### src/logic/dog_pkg.sv
// Package: register map, field layout and constants of the watchdog block
package dog_pkg;

  // Register offsets on the special function register port
  localparam logic [7:0] DOG_CONTROL_ADDR = 8'h9F;
  localparam logic [7:0] SYSTEM_CONTROL_ADDR = 8'hBF;
  localparam logic [7:0] IRQ_STATUS_ADDR = 8'hE8;
  localparam logic [7:0] IRQ_MASK_ADDR = 8'hE9;
  localparam logic [7:0] COUNT_LOW_ADDR = 8'hEA;
  localparam logic [7:0] COUNT_HIGH_ADDR = 8'hEB;

  // Control register fields
  localparam int ENABLE_POS = 7;
  localparam int CLEAR_POS = 5;
  localparam int PRESCALE_LSB = 0;
  localparam int PRESCALE_W = 3;

  // System control fields
  localparam int DOG_FLAG_POS = 7;
  localparam int QUIET_POS = 0;

  // Interrupt status and mask fields
  localparam int EV_OVERFLOW_POS = 0;
  localparam int EV_HALFWAY_POS = 1;
  localparam int EV_W = 2;

  // Reset values
  localparam logic [7:0] BYTE_ZERO = 8'h00;
  localparam logic [PRESCALE_W-1:0] PRESCALE_RESET = 3'h0;
  localparam logic [EV_W-1:0] EV_RESET = 2'h0;

  // Counter and prescaler shape
  localparam int COUNT_W = 16;
  localparam int PRESCALE_BASE_LOG2 = 3;
  localparam int PRESCALE_MAX_LOG2 = 10;

  // Address latch strobe runs at the core clock divided by six
  localparam int STROBE_DIV = 6;
  localparam int STROBE_HALF = STROBE_DIV / 2;

  // Length of the reset pulse driven out on overflow
  localparam int BITE_CYCLES = 16;

  typedef enum logic [2:0] {
    DOG_IDLE = 3'b001,
    DOG_RUN = 3'b010,
    DOG_BITE = 3'b100
  } dog_state_t;

endpackage : dog_pkg

### src/logic/watchdog_reset_timer.sv
// Watchdog counter, reset generator and system control register
//
// Operation
// [RL1] A 16-bit free-running up-counter resets the device when it overflows.
// [RL2] The counter stays idle until software writes one to the enable bit, then counts on the divided time base.
// [RL3] The enable bit returns to zero after any reset, hardware or watchdog.
// [RL4] Writing one to the clear bit zeroes the count and restarts counting.
// [RL5] Prescale codes 000 to 111 divide the clock by 8 up to 1024; the timeout is one full 16-bit count of that clock.
// [RL6] An overflow reset sets the watchdog reset flag in the system control register.
// [RL7] Software must write the clear bit more often than the selected timeout.
// [RL8] Software should read the watchdog reset flag after an unexpected reset.
// [RL9] The quiet bit in the system control register silences the divide-by-six strobe clock.
// [RL10] The clear bit reads zero; the reset flag stays until software clears it or a hardware reset.
`timescale 1ns/100ps
`default_nettype none

module watchdog_reset_timer #(
  parameter int COUNT_W = dog_pkg::COUNT_W,
  parameter int BITE_CYCLES = dog_pkg::BITE_CYCLES
) (
  input wire logic core_clk,
  input wire logic nrst,
  input wire logic [7:0] reg_addr,
  input wire logic [7:0] reg_wdata,
  input wire logic reg_wr,
  input wire logic reg_rd,
  output logic [7:0] reg_rdata,
  output logic dog_reset_out,
  output logic strobe_clk_out,
  output logic irq
);

  if (COUNT_W < 2 || COUNT_W > 2 * 8) begin : g_bad_count_w
    $error("watchdog_reset_timer: COUNT_W must be 2 to 16");
  end
  if (BITE_CYCLES < 1 || BITE_CYCLES > 255) begin : g_bad_bite_cycles
    $error("watchdog_reset_timer: BITE_CYCLES must be 1 to 255");
  end

  localparam logic [COUNT_W-1:0] COUNT_TOP = '1;
  localparam logic [COUNT_W-1:0] COUNT_HALF = COUNT_W'(1) << (COUNT_W - 1);
  localparam logic [7:0] BITE_LAST = 8'(BITE_CYCLES - 1);
  localparam logic [2:0] STROBE_LAST = 3'(dog_pkg::STROBE_HALF - 1);

  function automatic logic hit(input logic [7:0] addr, input logic [7:0] target);
    return addr == target;
  endfunction : hit

  // Register decode
  wire logic sel_ctrl = hit(reg_addr, dog_pkg::DOG_CONTROL_ADDR);
  wire logic sel_sys = hit(reg_addr, dog_pkg::SYSTEM_CONTROL_ADDR);
  wire logic sel_stat = hit(reg_addr, dog_pkg::IRQ_STATUS_ADDR);
  wire logic sel_mask = hit(reg_addr, dog_pkg::IRQ_MASK_ADDR);
  wire logic sel_cnt_lo = hit(reg_addr, dog_pkg::COUNT_LOW_ADDR);
  wire logic sel_cnt_hi = hit(reg_addr, dog_pkg::COUNT_HIGH_ADDR);

  wire logic wr_ctrl = reg_wr && sel_ctrl;
  wire logic wr_sys = reg_wr && sel_sys;
  wire logic wr_stat = reg_wr && sel_stat;
  wire logic wr_mask = reg_wr && sel_mask;

  wire logic set_enable = wr_ctrl && reg_wdata[dog_pkg::ENABLE_POS];
  wire logic clear_req = wr_ctrl && reg_wdata[dog_pkg::CLEAR_POS];
  wire logic [dog_pkg::PRESCALE_W-1:0] wr_prescale =
    reg_wdata[dog_pkg::PRESCALE_LSB +: dog_pkg::PRESCALE_W];

  // State
  dog_pkg::dog_state_t state_q;
  dog_pkg::dog_state_t state_d;
  logic [COUNT_W-1:0] count_q;
  logic [COUNT_W-1:0] count_d;
  logic [dog_pkg::PRESCALE_W-1:0] prescale_q;
  logic [dog_pkg::PRESCALE_W-1:0] prescale_d;
  logic [7:0] bite_q;
  logic [7:0] bite_d;
  logic flag_q;
  logic flag_d;
  logic quiet_q;
  logic quiet_d;
  logic [dog_pkg::EV_W-1:0] status_q;
  logic [dog_pkg::EV_W-1:0] status_d;
  logic [dog_pkg::EV_W-1:0] mask_q;
  logic [dog_pkg::EV_W-1:0] mask_d;
  logic [7:0] rdata_q;
  logic [7:0] rdata_d;
  logic [2:0] strobe_cnt_q;
  logic [2:0] strobe_cnt_d;
  logic strobe_q;
  logic strobe_d;

  wire logic running = state_q == dog_pkg::DOG_RUN;
  wire logic biting = state_q == dog_pkg::DOG_BITE;
  wire logic enabled = !(state_q == dog_pkg::DOG_IDLE);
  wire logic tick;

  // Time base; a clear write restarts the divider too
  dog_prescaler #(
    .BASE_LOG2(dog_pkg::PRESCALE_BASE_LOG2),
    .MAX_LOG2(dog_pkg::PRESCALE_MAX_LOG2),
    .SEL_W(dog_pkg::PRESCALE_W)
  ) u_prescaler (
    .core_clk(core_clk),
    .nrst(nrst),
    .run(running),
    .restart(clear_req), // [RL4]
    .select(prescale_q), // [RL5]
    .tick(tick)
  );

  wire logic overflow = running && !clear_req && tick && count_q == COUNT_TOP; // [RL1] [RL5]
  wire logic halfway = running && !clear_req && tick && count_q == COUNT_HALF - 1'b1;
  wire logic bite_done = biting && bite_q == BITE_LAST;

  // Sequencer: idle until enabled, run, then hold the device in reset
  always_comb begin
    state_d = state_q;
    unique case (state_q)
      dog_pkg::DOG_IDLE: begin
        if (set_enable) begin
          state_d = dog_pkg::DOG_RUN; // [RL2]
        end
      end
      dog_pkg::DOG_RUN: begin
        if (overflow) begin
          state_d = dog_pkg::DOG_BITE; // [RL1]
        end
      end
      dog_pkg::DOG_BITE: begin
        if (bite_done) begin
          state_d = dog_pkg::DOG_IDLE; // [RL3]
        end
      end
      default: begin
        state_d = dog_pkg::DOG_IDLE;
      end
    endcase
  end

  // Counter
  always_comb begin
    count_d = count_q;
    if (!running || clear_req) begin
      count_d = '0; // [RL4]
    end else if (tick) begin
      count_d = count_q + 1'b1; // [RL1]
    end
  end

  assign bite_d = biting ? bite_q + 8'h01 : 8'h00;

  // Prescale field is written freely; a watchdog reset returns it to its reset code
  assign prescale_d = bite_done ? dog_pkg::PRESCALE_RESET : (wr_ctrl ? wr_prescale : prescale_q);

  // Reset cause flag: overflow wins over a software clear
  always_comb begin
    flag_d = flag_q;
    if (wr_sys) begin
      flag_d = reg_wdata[dog_pkg::DOG_FLAG_POS];
    end
    if (overflow) begin
      flag_d = 1'b1; // [RL6] [RL10]
    end
  end

  assign quiet_d = bite_done ? 1'b0 : (wr_sys ? reg_wdata[dog_pkg::QUIET_POS] : quiet_q);

  // Interrupt status: write one to clear, a new event wins
  wire logic [dog_pkg::EV_W-1:0] events = {halfway, overflow};
  wire logic [dog_pkg::EV_W-1:0] clear_bits =
    wr_stat ? reg_wdata[dog_pkg::EV_W-1:0] : dog_pkg::EV_RESET;
  assign status_d = (status_q & ~clear_bits) | events;
  assign mask_d = wr_mask ? reg_wdata[dog_pkg::EV_W-1:0] : mask_q;

  // Read mux
  wire logic [7:0] ctrl_view = {enabled, 1'b0, 1'b0, 2'b00, prescale_q}; // [RL10]
  wire logic [7:0] sys_view = {flag_q, 6'h00, quiet_q};
  wire logic [7:0] stat_view = {{(8 - dog_pkg::EV_W){1'b0}}, status_q};
  wire logic [7:0] mask_view = {{(8 - dog_pkg::EV_W){1'b0}}, mask_q};
  wire logic [15:0] count_view = 16'(count_q);

  always_comb begin
    rdata_d = dog_pkg::BYTE_ZERO;
    if (reg_rd) begin
      if (sel_ctrl) begin
        rdata_d = ctrl_view;
      end else if (sel_sys) begin
        rdata_d = sys_view; // [RL6]
      end else if (sel_stat) begin
        rdata_d = stat_view;
      end else if (sel_mask) begin
        rdata_d = mask_view;
      end else if (sel_cnt_lo) begin
        rdata_d = count_view[7:0];
      end else if (sel_cnt_hi) begin
        rdata_d = count_view[15:8];
      end
    end
  end

  // Divide-by-six strobe clock, held low while quiet
  wire logic strobe_wrap = strobe_cnt_q == STROBE_LAST;
  assign strobe_cnt_d = strobe_wrap ? 3'h0 : strobe_cnt_q + 3'h1;
  assign strobe_d = quiet_q ? 1'b0 : (strobe_wrap ? !strobe_q : strobe_q); // [RL9]

  always_ff @(posedge core_clk or negedge nrst) begin
    if (!nrst) begin
      state_q <= dog_pkg::DOG_IDLE; // [RL3]
      count_q <= '0;
      bite_q <= 8'h00;
      prescale_q <= dog_pkg::PRESCALE_RESET;
    end else begin
      state_q <= state_d;
      count_q <= count_d;
      bite_q <= bite_d;
      prescale_q <= prescale_d;
    end
  end

  always_ff @(posedge core_clk or negedge nrst) begin
    if (!nrst) begin
      flag_q <= 1'b0; // [RL10]
      quiet_q <= 1'b0;
      status_q <= dog_pkg::EV_RESET;
      mask_q <= dog_pkg::EV_RESET;
    end else begin
      flag_q <= flag_d;
      quiet_q <= quiet_d;
      status_q <= status_d;
      mask_q <= mask_d;
    end
  end

  always_ff @(posedge core_clk or negedge nrst) begin
    if (!nrst) begin
      rdata_q <= dog_pkg::BYTE_ZERO;
      strobe_cnt_q <= 3'h0;
      strobe_q <= 1'b0;
    end else begin
      rdata_q <= rdata_d;
      strobe_cnt_q <= strobe_cnt_d;
      strobe_q <= strobe_d;
    end
  end

  assign reg_rdata = rdata_q;
  assign dog_reset_out = biting; // [RL1]
  assign strobe_clk_out = strobe_q;
  assign irq = |(status_q & mask_q);

endmodule : watchdog_reset_timer

`default_nettype wire

### src/logic/dog_prescaler.sv
// Power-of-two time base divider for the watchdog counter
`timescale 1ns/100ps
`default_nettype none

module dog_prescaler #(
  parameter int BASE_LOG2 = dog_pkg::PRESCALE_BASE_LOG2,
  parameter int MAX_LOG2 = dog_pkg::PRESCALE_MAX_LOG2,
  parameter int SEL_W = dog_pkg::PRESCALE_W
) (
  input wire logic core_clk,
  input wire logic nrst,
  input wire logic run,
  input wire logic restart,
  input wire logic [SEL_W-1:0] select,
  output logic tick
);

  if (MAX_LOG2 - BASE_LOG2 != (1 << SEL_W) - 1) begin : g_bad_range
    $error("dog_prescaler: divider range does not match select width");
  end

  logic [MAX_LOG2-1:0] div_q;
  logic [MAX_LOG2-1:0] div_d;
  wire logic [MAX_LOG2-1:0] last_mask;
  wire logic at_last;

  // Mask of ones below the selected divide-by bit
  assign last_mask = MAX_LOG2'((1 << (BASE_LOG2 + int'(select))) - 1);
  assign at_last = (div_q & last_mask) == last_mask;
  assign tick = run && !restart && at_last;
  assign div_d = (restart || !run || at_last) ? '0 : div_q + 1'b1;

  always_ff @(posedge core_clk or negedge nrst) begin
    if (!nrst) begin
      div_q <= '0;
    end else begin
      div_q <= div_d;
    end
  end

endmodule : dog_prescaler

`default_nettype wire

### config.mk
export PLATFORM = sky130hd
export DESIGN_NAME = watchdog_reset_timer
export DESIGN_NICKNAME = d
export VERILOG_FILES = /design/src/logic/dog_pkg.sv /design/src/logic/watchdog_reset_timer.sv /design/src/logic/dog_prescaler.sv
export SDC_FILE = /design/constraint.sdc
export NUM_CORES = 1
export LEC_CHECK = 0
export ABC_AREA = 1
export BUFFER_PORTS_ARGS = -buffer_cell sky130_fd_sc_hd__buf_2
export CORE_MARGIN = 2
export CORE_UTILIZATION = 55
export DETAILED_ROUTE_END_ITERATION = 16
export GPL_TIMING_DRIVEN = 0
export MAX_ROUTING_LAYER = met4
export PLACE_DENSITY = 0.75
export SETUP_SLACK_MARGIN = 0.4
export SLEW_MARGIN = 20
export SYNTH_ARGS = -nofsm -noshare
export SYNTH_HDL_FRONTEND = slang
export SYNTH_SLANG_ARGS = --single-unit
### constraint.sdc
create_clock -name core_clk -period 2 [get_ports core_clk]
set_input_delay 0.2 -clock core_clk [delete_from_list [all_inputs] [get_ports core_clk]]
set_output_delay 0.2 -clock core_clk [all_outputs]
set_load 0.005 [all_outputs]
==> summary.md <==
| Metric | Value |
|---|---|
| Run status | finished clean |
| Height of the chip | 79.8 µm |
| CTS tree | done |
| Number of antenna violations at the first check in global routing | 0 |
| Area share of the leading cell type in the synthesized netlist | 45.1% |
| CP Data Required Time | 2.22 ns |
| Worst-margin pin slew | 0.731 ns |
| TritonRoute pass-1 iters | 5 |
| Leading cell types by total area after synthesis | dfrtp_1 45%, nand2_1 11%, inv_1 7.0%, nor2_1 6.4%, o21ai_0 4.8% |
| Clock insertion delay at the later pin of the skew report | 0.35 ns |
| Sequential standard cell area | 1460 µm² |
| Largest family of logic cells by synthesized area | simple AND/OR/NAND/NOR gates |
| Most frequent cell after synthesis | nand2_1 |
| Routed wire length | 7560 µm |
| Avg Inst Size Synth | 7.73 µm² |
| Die area | 6370 µm² |
| Detail Route Antenna Nets | 0 |
| Worst clock skew | 0.00862 ns |
| Beginning of the worst hold path | reg_wdata[7] |
| Area used by multi-input combinational logic | 1540 µm² |
| Via count | 2881 |
| I/O pin cnt | 31 |
| Number of buffer cells added on primary ports | 27 |
| TritonCTS Sinks | 58 |
| Final period util | 78.4% |
| Count of distinct cell types in the synthesized netlist | 38 |
| Max Cap Viol | 0 |
| Critical path arrival | 1.79 ns |
| Gate count of the mapped netlist | 409 |
| Highest ir drop seen on vdd | 468 µV |
| HP Class | primary input to register |
| Die boundary width | 79.8 µm |
| Slack of the critical path | 0.431 ns |
| Post-synthesis cell type with the largest combined area | dfrtp_1 |
| Startpoint types | register |
| Classification of the worst setup path | register to register |
| Avg Vias per Cell | 5.42 |
| Count of flip-flops with a built-in enable after synthesis | 0 |
| Net count reported at finish | 478 |
| End of the worst register-to-register path | state_q[1] |
| Core area | 5540 µm² |
| Worst slack, placed | 0.000620 ns |
| Effective utilization at floorplan | 57.0% |
| Number of stages on the worst hold path | 3 |
| Netlist Area Pre-Place | 3160 µm² |
| R2r worst-path depth | 8 |
| Final-report setup violation count | 0 |
| Primary FF master, synth | dfrtp_1 |
| Min cycle time layout | 1.57 ns |
| Wire length of the first global-routing pass | 12900 µm |
| Layout-stage area growth over the synthesis result | 19.4% |
| Maximum number of pins on one net before global-route repair | 59 |
| Max-slew headroom at the worst pin | 51.3% |
| Seq/Total Area, Yosys | 46.0% |
| Leak Pwr | 1.68 nW |
| Multiplexer area fraction after synthesis | 0.317% |
| Final Max Slew Viols | 0 |
| GRT Total Usage | 26.8% |
| Seq cells post-synth | 58 |
| Basic-gate share of the synthesized area counting and, or, nand and nor cells | 30.2% |
| Average wire length per cell after detail routing | 14.2 µm |
| Final global-route overflow total | 0 |
| Setup slack on the worst flop-to-flop path | 0.43 ns |
| Commonest cells in the netlist | 91 x nand2_1, 59 x inv_1, 57 x dfrtp_1 |
| Count of filler cells inserted in the layout | 471 |
| Synth Net Count | 432 |
| TritonCTS buffer count | 9 |
| Hold Crit Endpoint | flag_q |
| Final hold violation count | 0 |
| Origin of the critical flop-to-flop path | count_q[1] |
| Post-synthesis share of cell area spent on xor and xnor gates | 2.77% |
| Number of diodes added for antenna fixing | 0 |
| Post-route setup TNS | 0 ns |
| Fmax | 637 MHz |
| Number of global-route vias before repair | 2874 |
| 1st-iter DRT viols | 245 |
| Buffer type at the clock tree root | clkbuf_8 |
| Share of final-layout standard cells stronger than drive strength 1 | 19.1% |
| CP endpoint kind | register |
| Routability congestion estimate | 0.887 |
| Largest driver fanout on the critical path | 4 |
| Post-layout instance area | 3770 µm² |
| Post-route DRC violation count | 0 |
| CTS max path bufs | 2 |
| Power density relative to cell area | 665 nW/µm² |
| Hpwl dp | 5270 µm |
| Clock-pin slew on the worst setup and hold paths | 0.07 ns |
| RSZ-0062 raised after global routing | true |
| Compound-cell area share of the yosys netlist | 10.9% |
| Placement Cell Area | 3390 µm² |
| Yosys warning count | 0 |
| H-tree depth | 3 |
| Share of synthesized cell area in full adder, half adder and majority cells | 1.19% |
| Fraction of registers with async set or reset after synthesis | 100% |
| Row Count | 27 |
[routing by layer]
| layer | part of all wire [%] | vias to the layer above | GRT usage (%) |
|---|---|---|---|
| li1 | - | 1431 | - |
| met1 | 43 | 1359 | 32.6 |
| met2 | 50 | 75 | 43.7 |
| met3 | 4.8 | 16 | 5.20 |
| met4 | 2.6 | 0 | 11.7 |
| met5 | 0 | - | - |
[power breakdown]
| part | leakage [nW] | internal, mW | switching (mW) | total (mW) |
|---|---|---|---|---|
| sequential | 0.795 | 1.19 | 0.0145 | 1.21 |
| clock | 0.107 | 0.700 | 0.491 | 1.19 |
| combinational | 0.777 | 0.0366 | 0.0758 | 0.112 |
| total | 1.68 | 1.93 | 0.582 | 2.51 |
[per-stage QoR]
stage               hold slack (ns)  utilization [%]  std cells  power [mW]
global placement              0.437             61.1        508        1.33
floorplan                   -0.0956                -        409        1.27
global route                  0.108             68.1        532        2.59
detailed placement            0.306             61.2        508        1.34
finish                       0.0892             68.1        532        2.51
CTS                          0.0868             66.3        529        2.51
[registers in the layout, summed over array words and instances, names as in the netlist]
signal	cells
bite_q	8
count_q	16
flag_q	1
mask_q	2
prescale_q	3
quiet_q	1
reg_rdata	8
state_q	3
status_q	2
strobe_clk_out	1
strobe_cnt_q	3
u_prescaler.div_q	10
[cells in the final DEF (no fill, tap or decap), drive strengths merged, types with 6 or more instances in the layout]
cell type and count:
nor3 11, o22ai 6, a21oi 19, buf 36, clkbuf 12, nor2 57
xor2 7, nand2 94, o21ai 31, dfrtp 57, nand3 29, nand4 11
inv 61
[final cells by class]
class	count	share of cell area (%)
sequential	58	38.6
inverter	61	6.14
clock buffer	11	3.48
clock inverter	5	2.09
buffer	3	1.13
tap	72	2.39
timing repair buffer	35	5.41
multi-input combinational	287	40.8
[cells by family (layout without fill, tap and decap cells)]
family	after synthesis	after routing
adders and majority gates	3	3
and+or+nand+nor	210	210
xor gates and xnor gates	10	10
buffers and inverters	64	115
DFF	58	58
AOI/OAI and AO/OA	63	63
muxes	1	1
[worst max-delay path, cell delays in order, from the launching register on]
cell and delay [ns]:
dfrtp_1 0.40, ha_2 0.22, nand2_2 0.08, nor2_1 0.09, nand3b_1 0.13, nor3_2 0.25
nand3_4 0.14, nand2_2 0.08, o31ai_1 0.06
[worst max-delay path by stage]
| stage | depth (start not counted) | end | start | slack (ns) |
|---|---|---|---|---|
| after global placement | 8 | state_q[1] | u_prescaler.div_q[0] | 0.10 |
| after CTS | 2 | dog_reset_out | state_q[0] | 0.41 |
| final | 8 | state_q[1] | count_q[1] | 0.43 |
| after detailed placement | 8 | state_q[1] | u_prescaler.div_q[0] | 0.0006 |
| after global routing | 8 | state_q[1] | count_q[1] | 0.34 |
| after floorplan | 8 | state_q[1] | u_prescaler.div_q[0] | 0.46 |
[timing repair]
item	in CTS	in global routing
gates resized for setup	10	23
pin swaps	2	6
setup buffers	4	3
endpoints found under the hold margin	57	0
hold buffers	1	0
endpoints found under the setup margin	31	29
No activity file was read; power rests on OpenSTA's default activity.
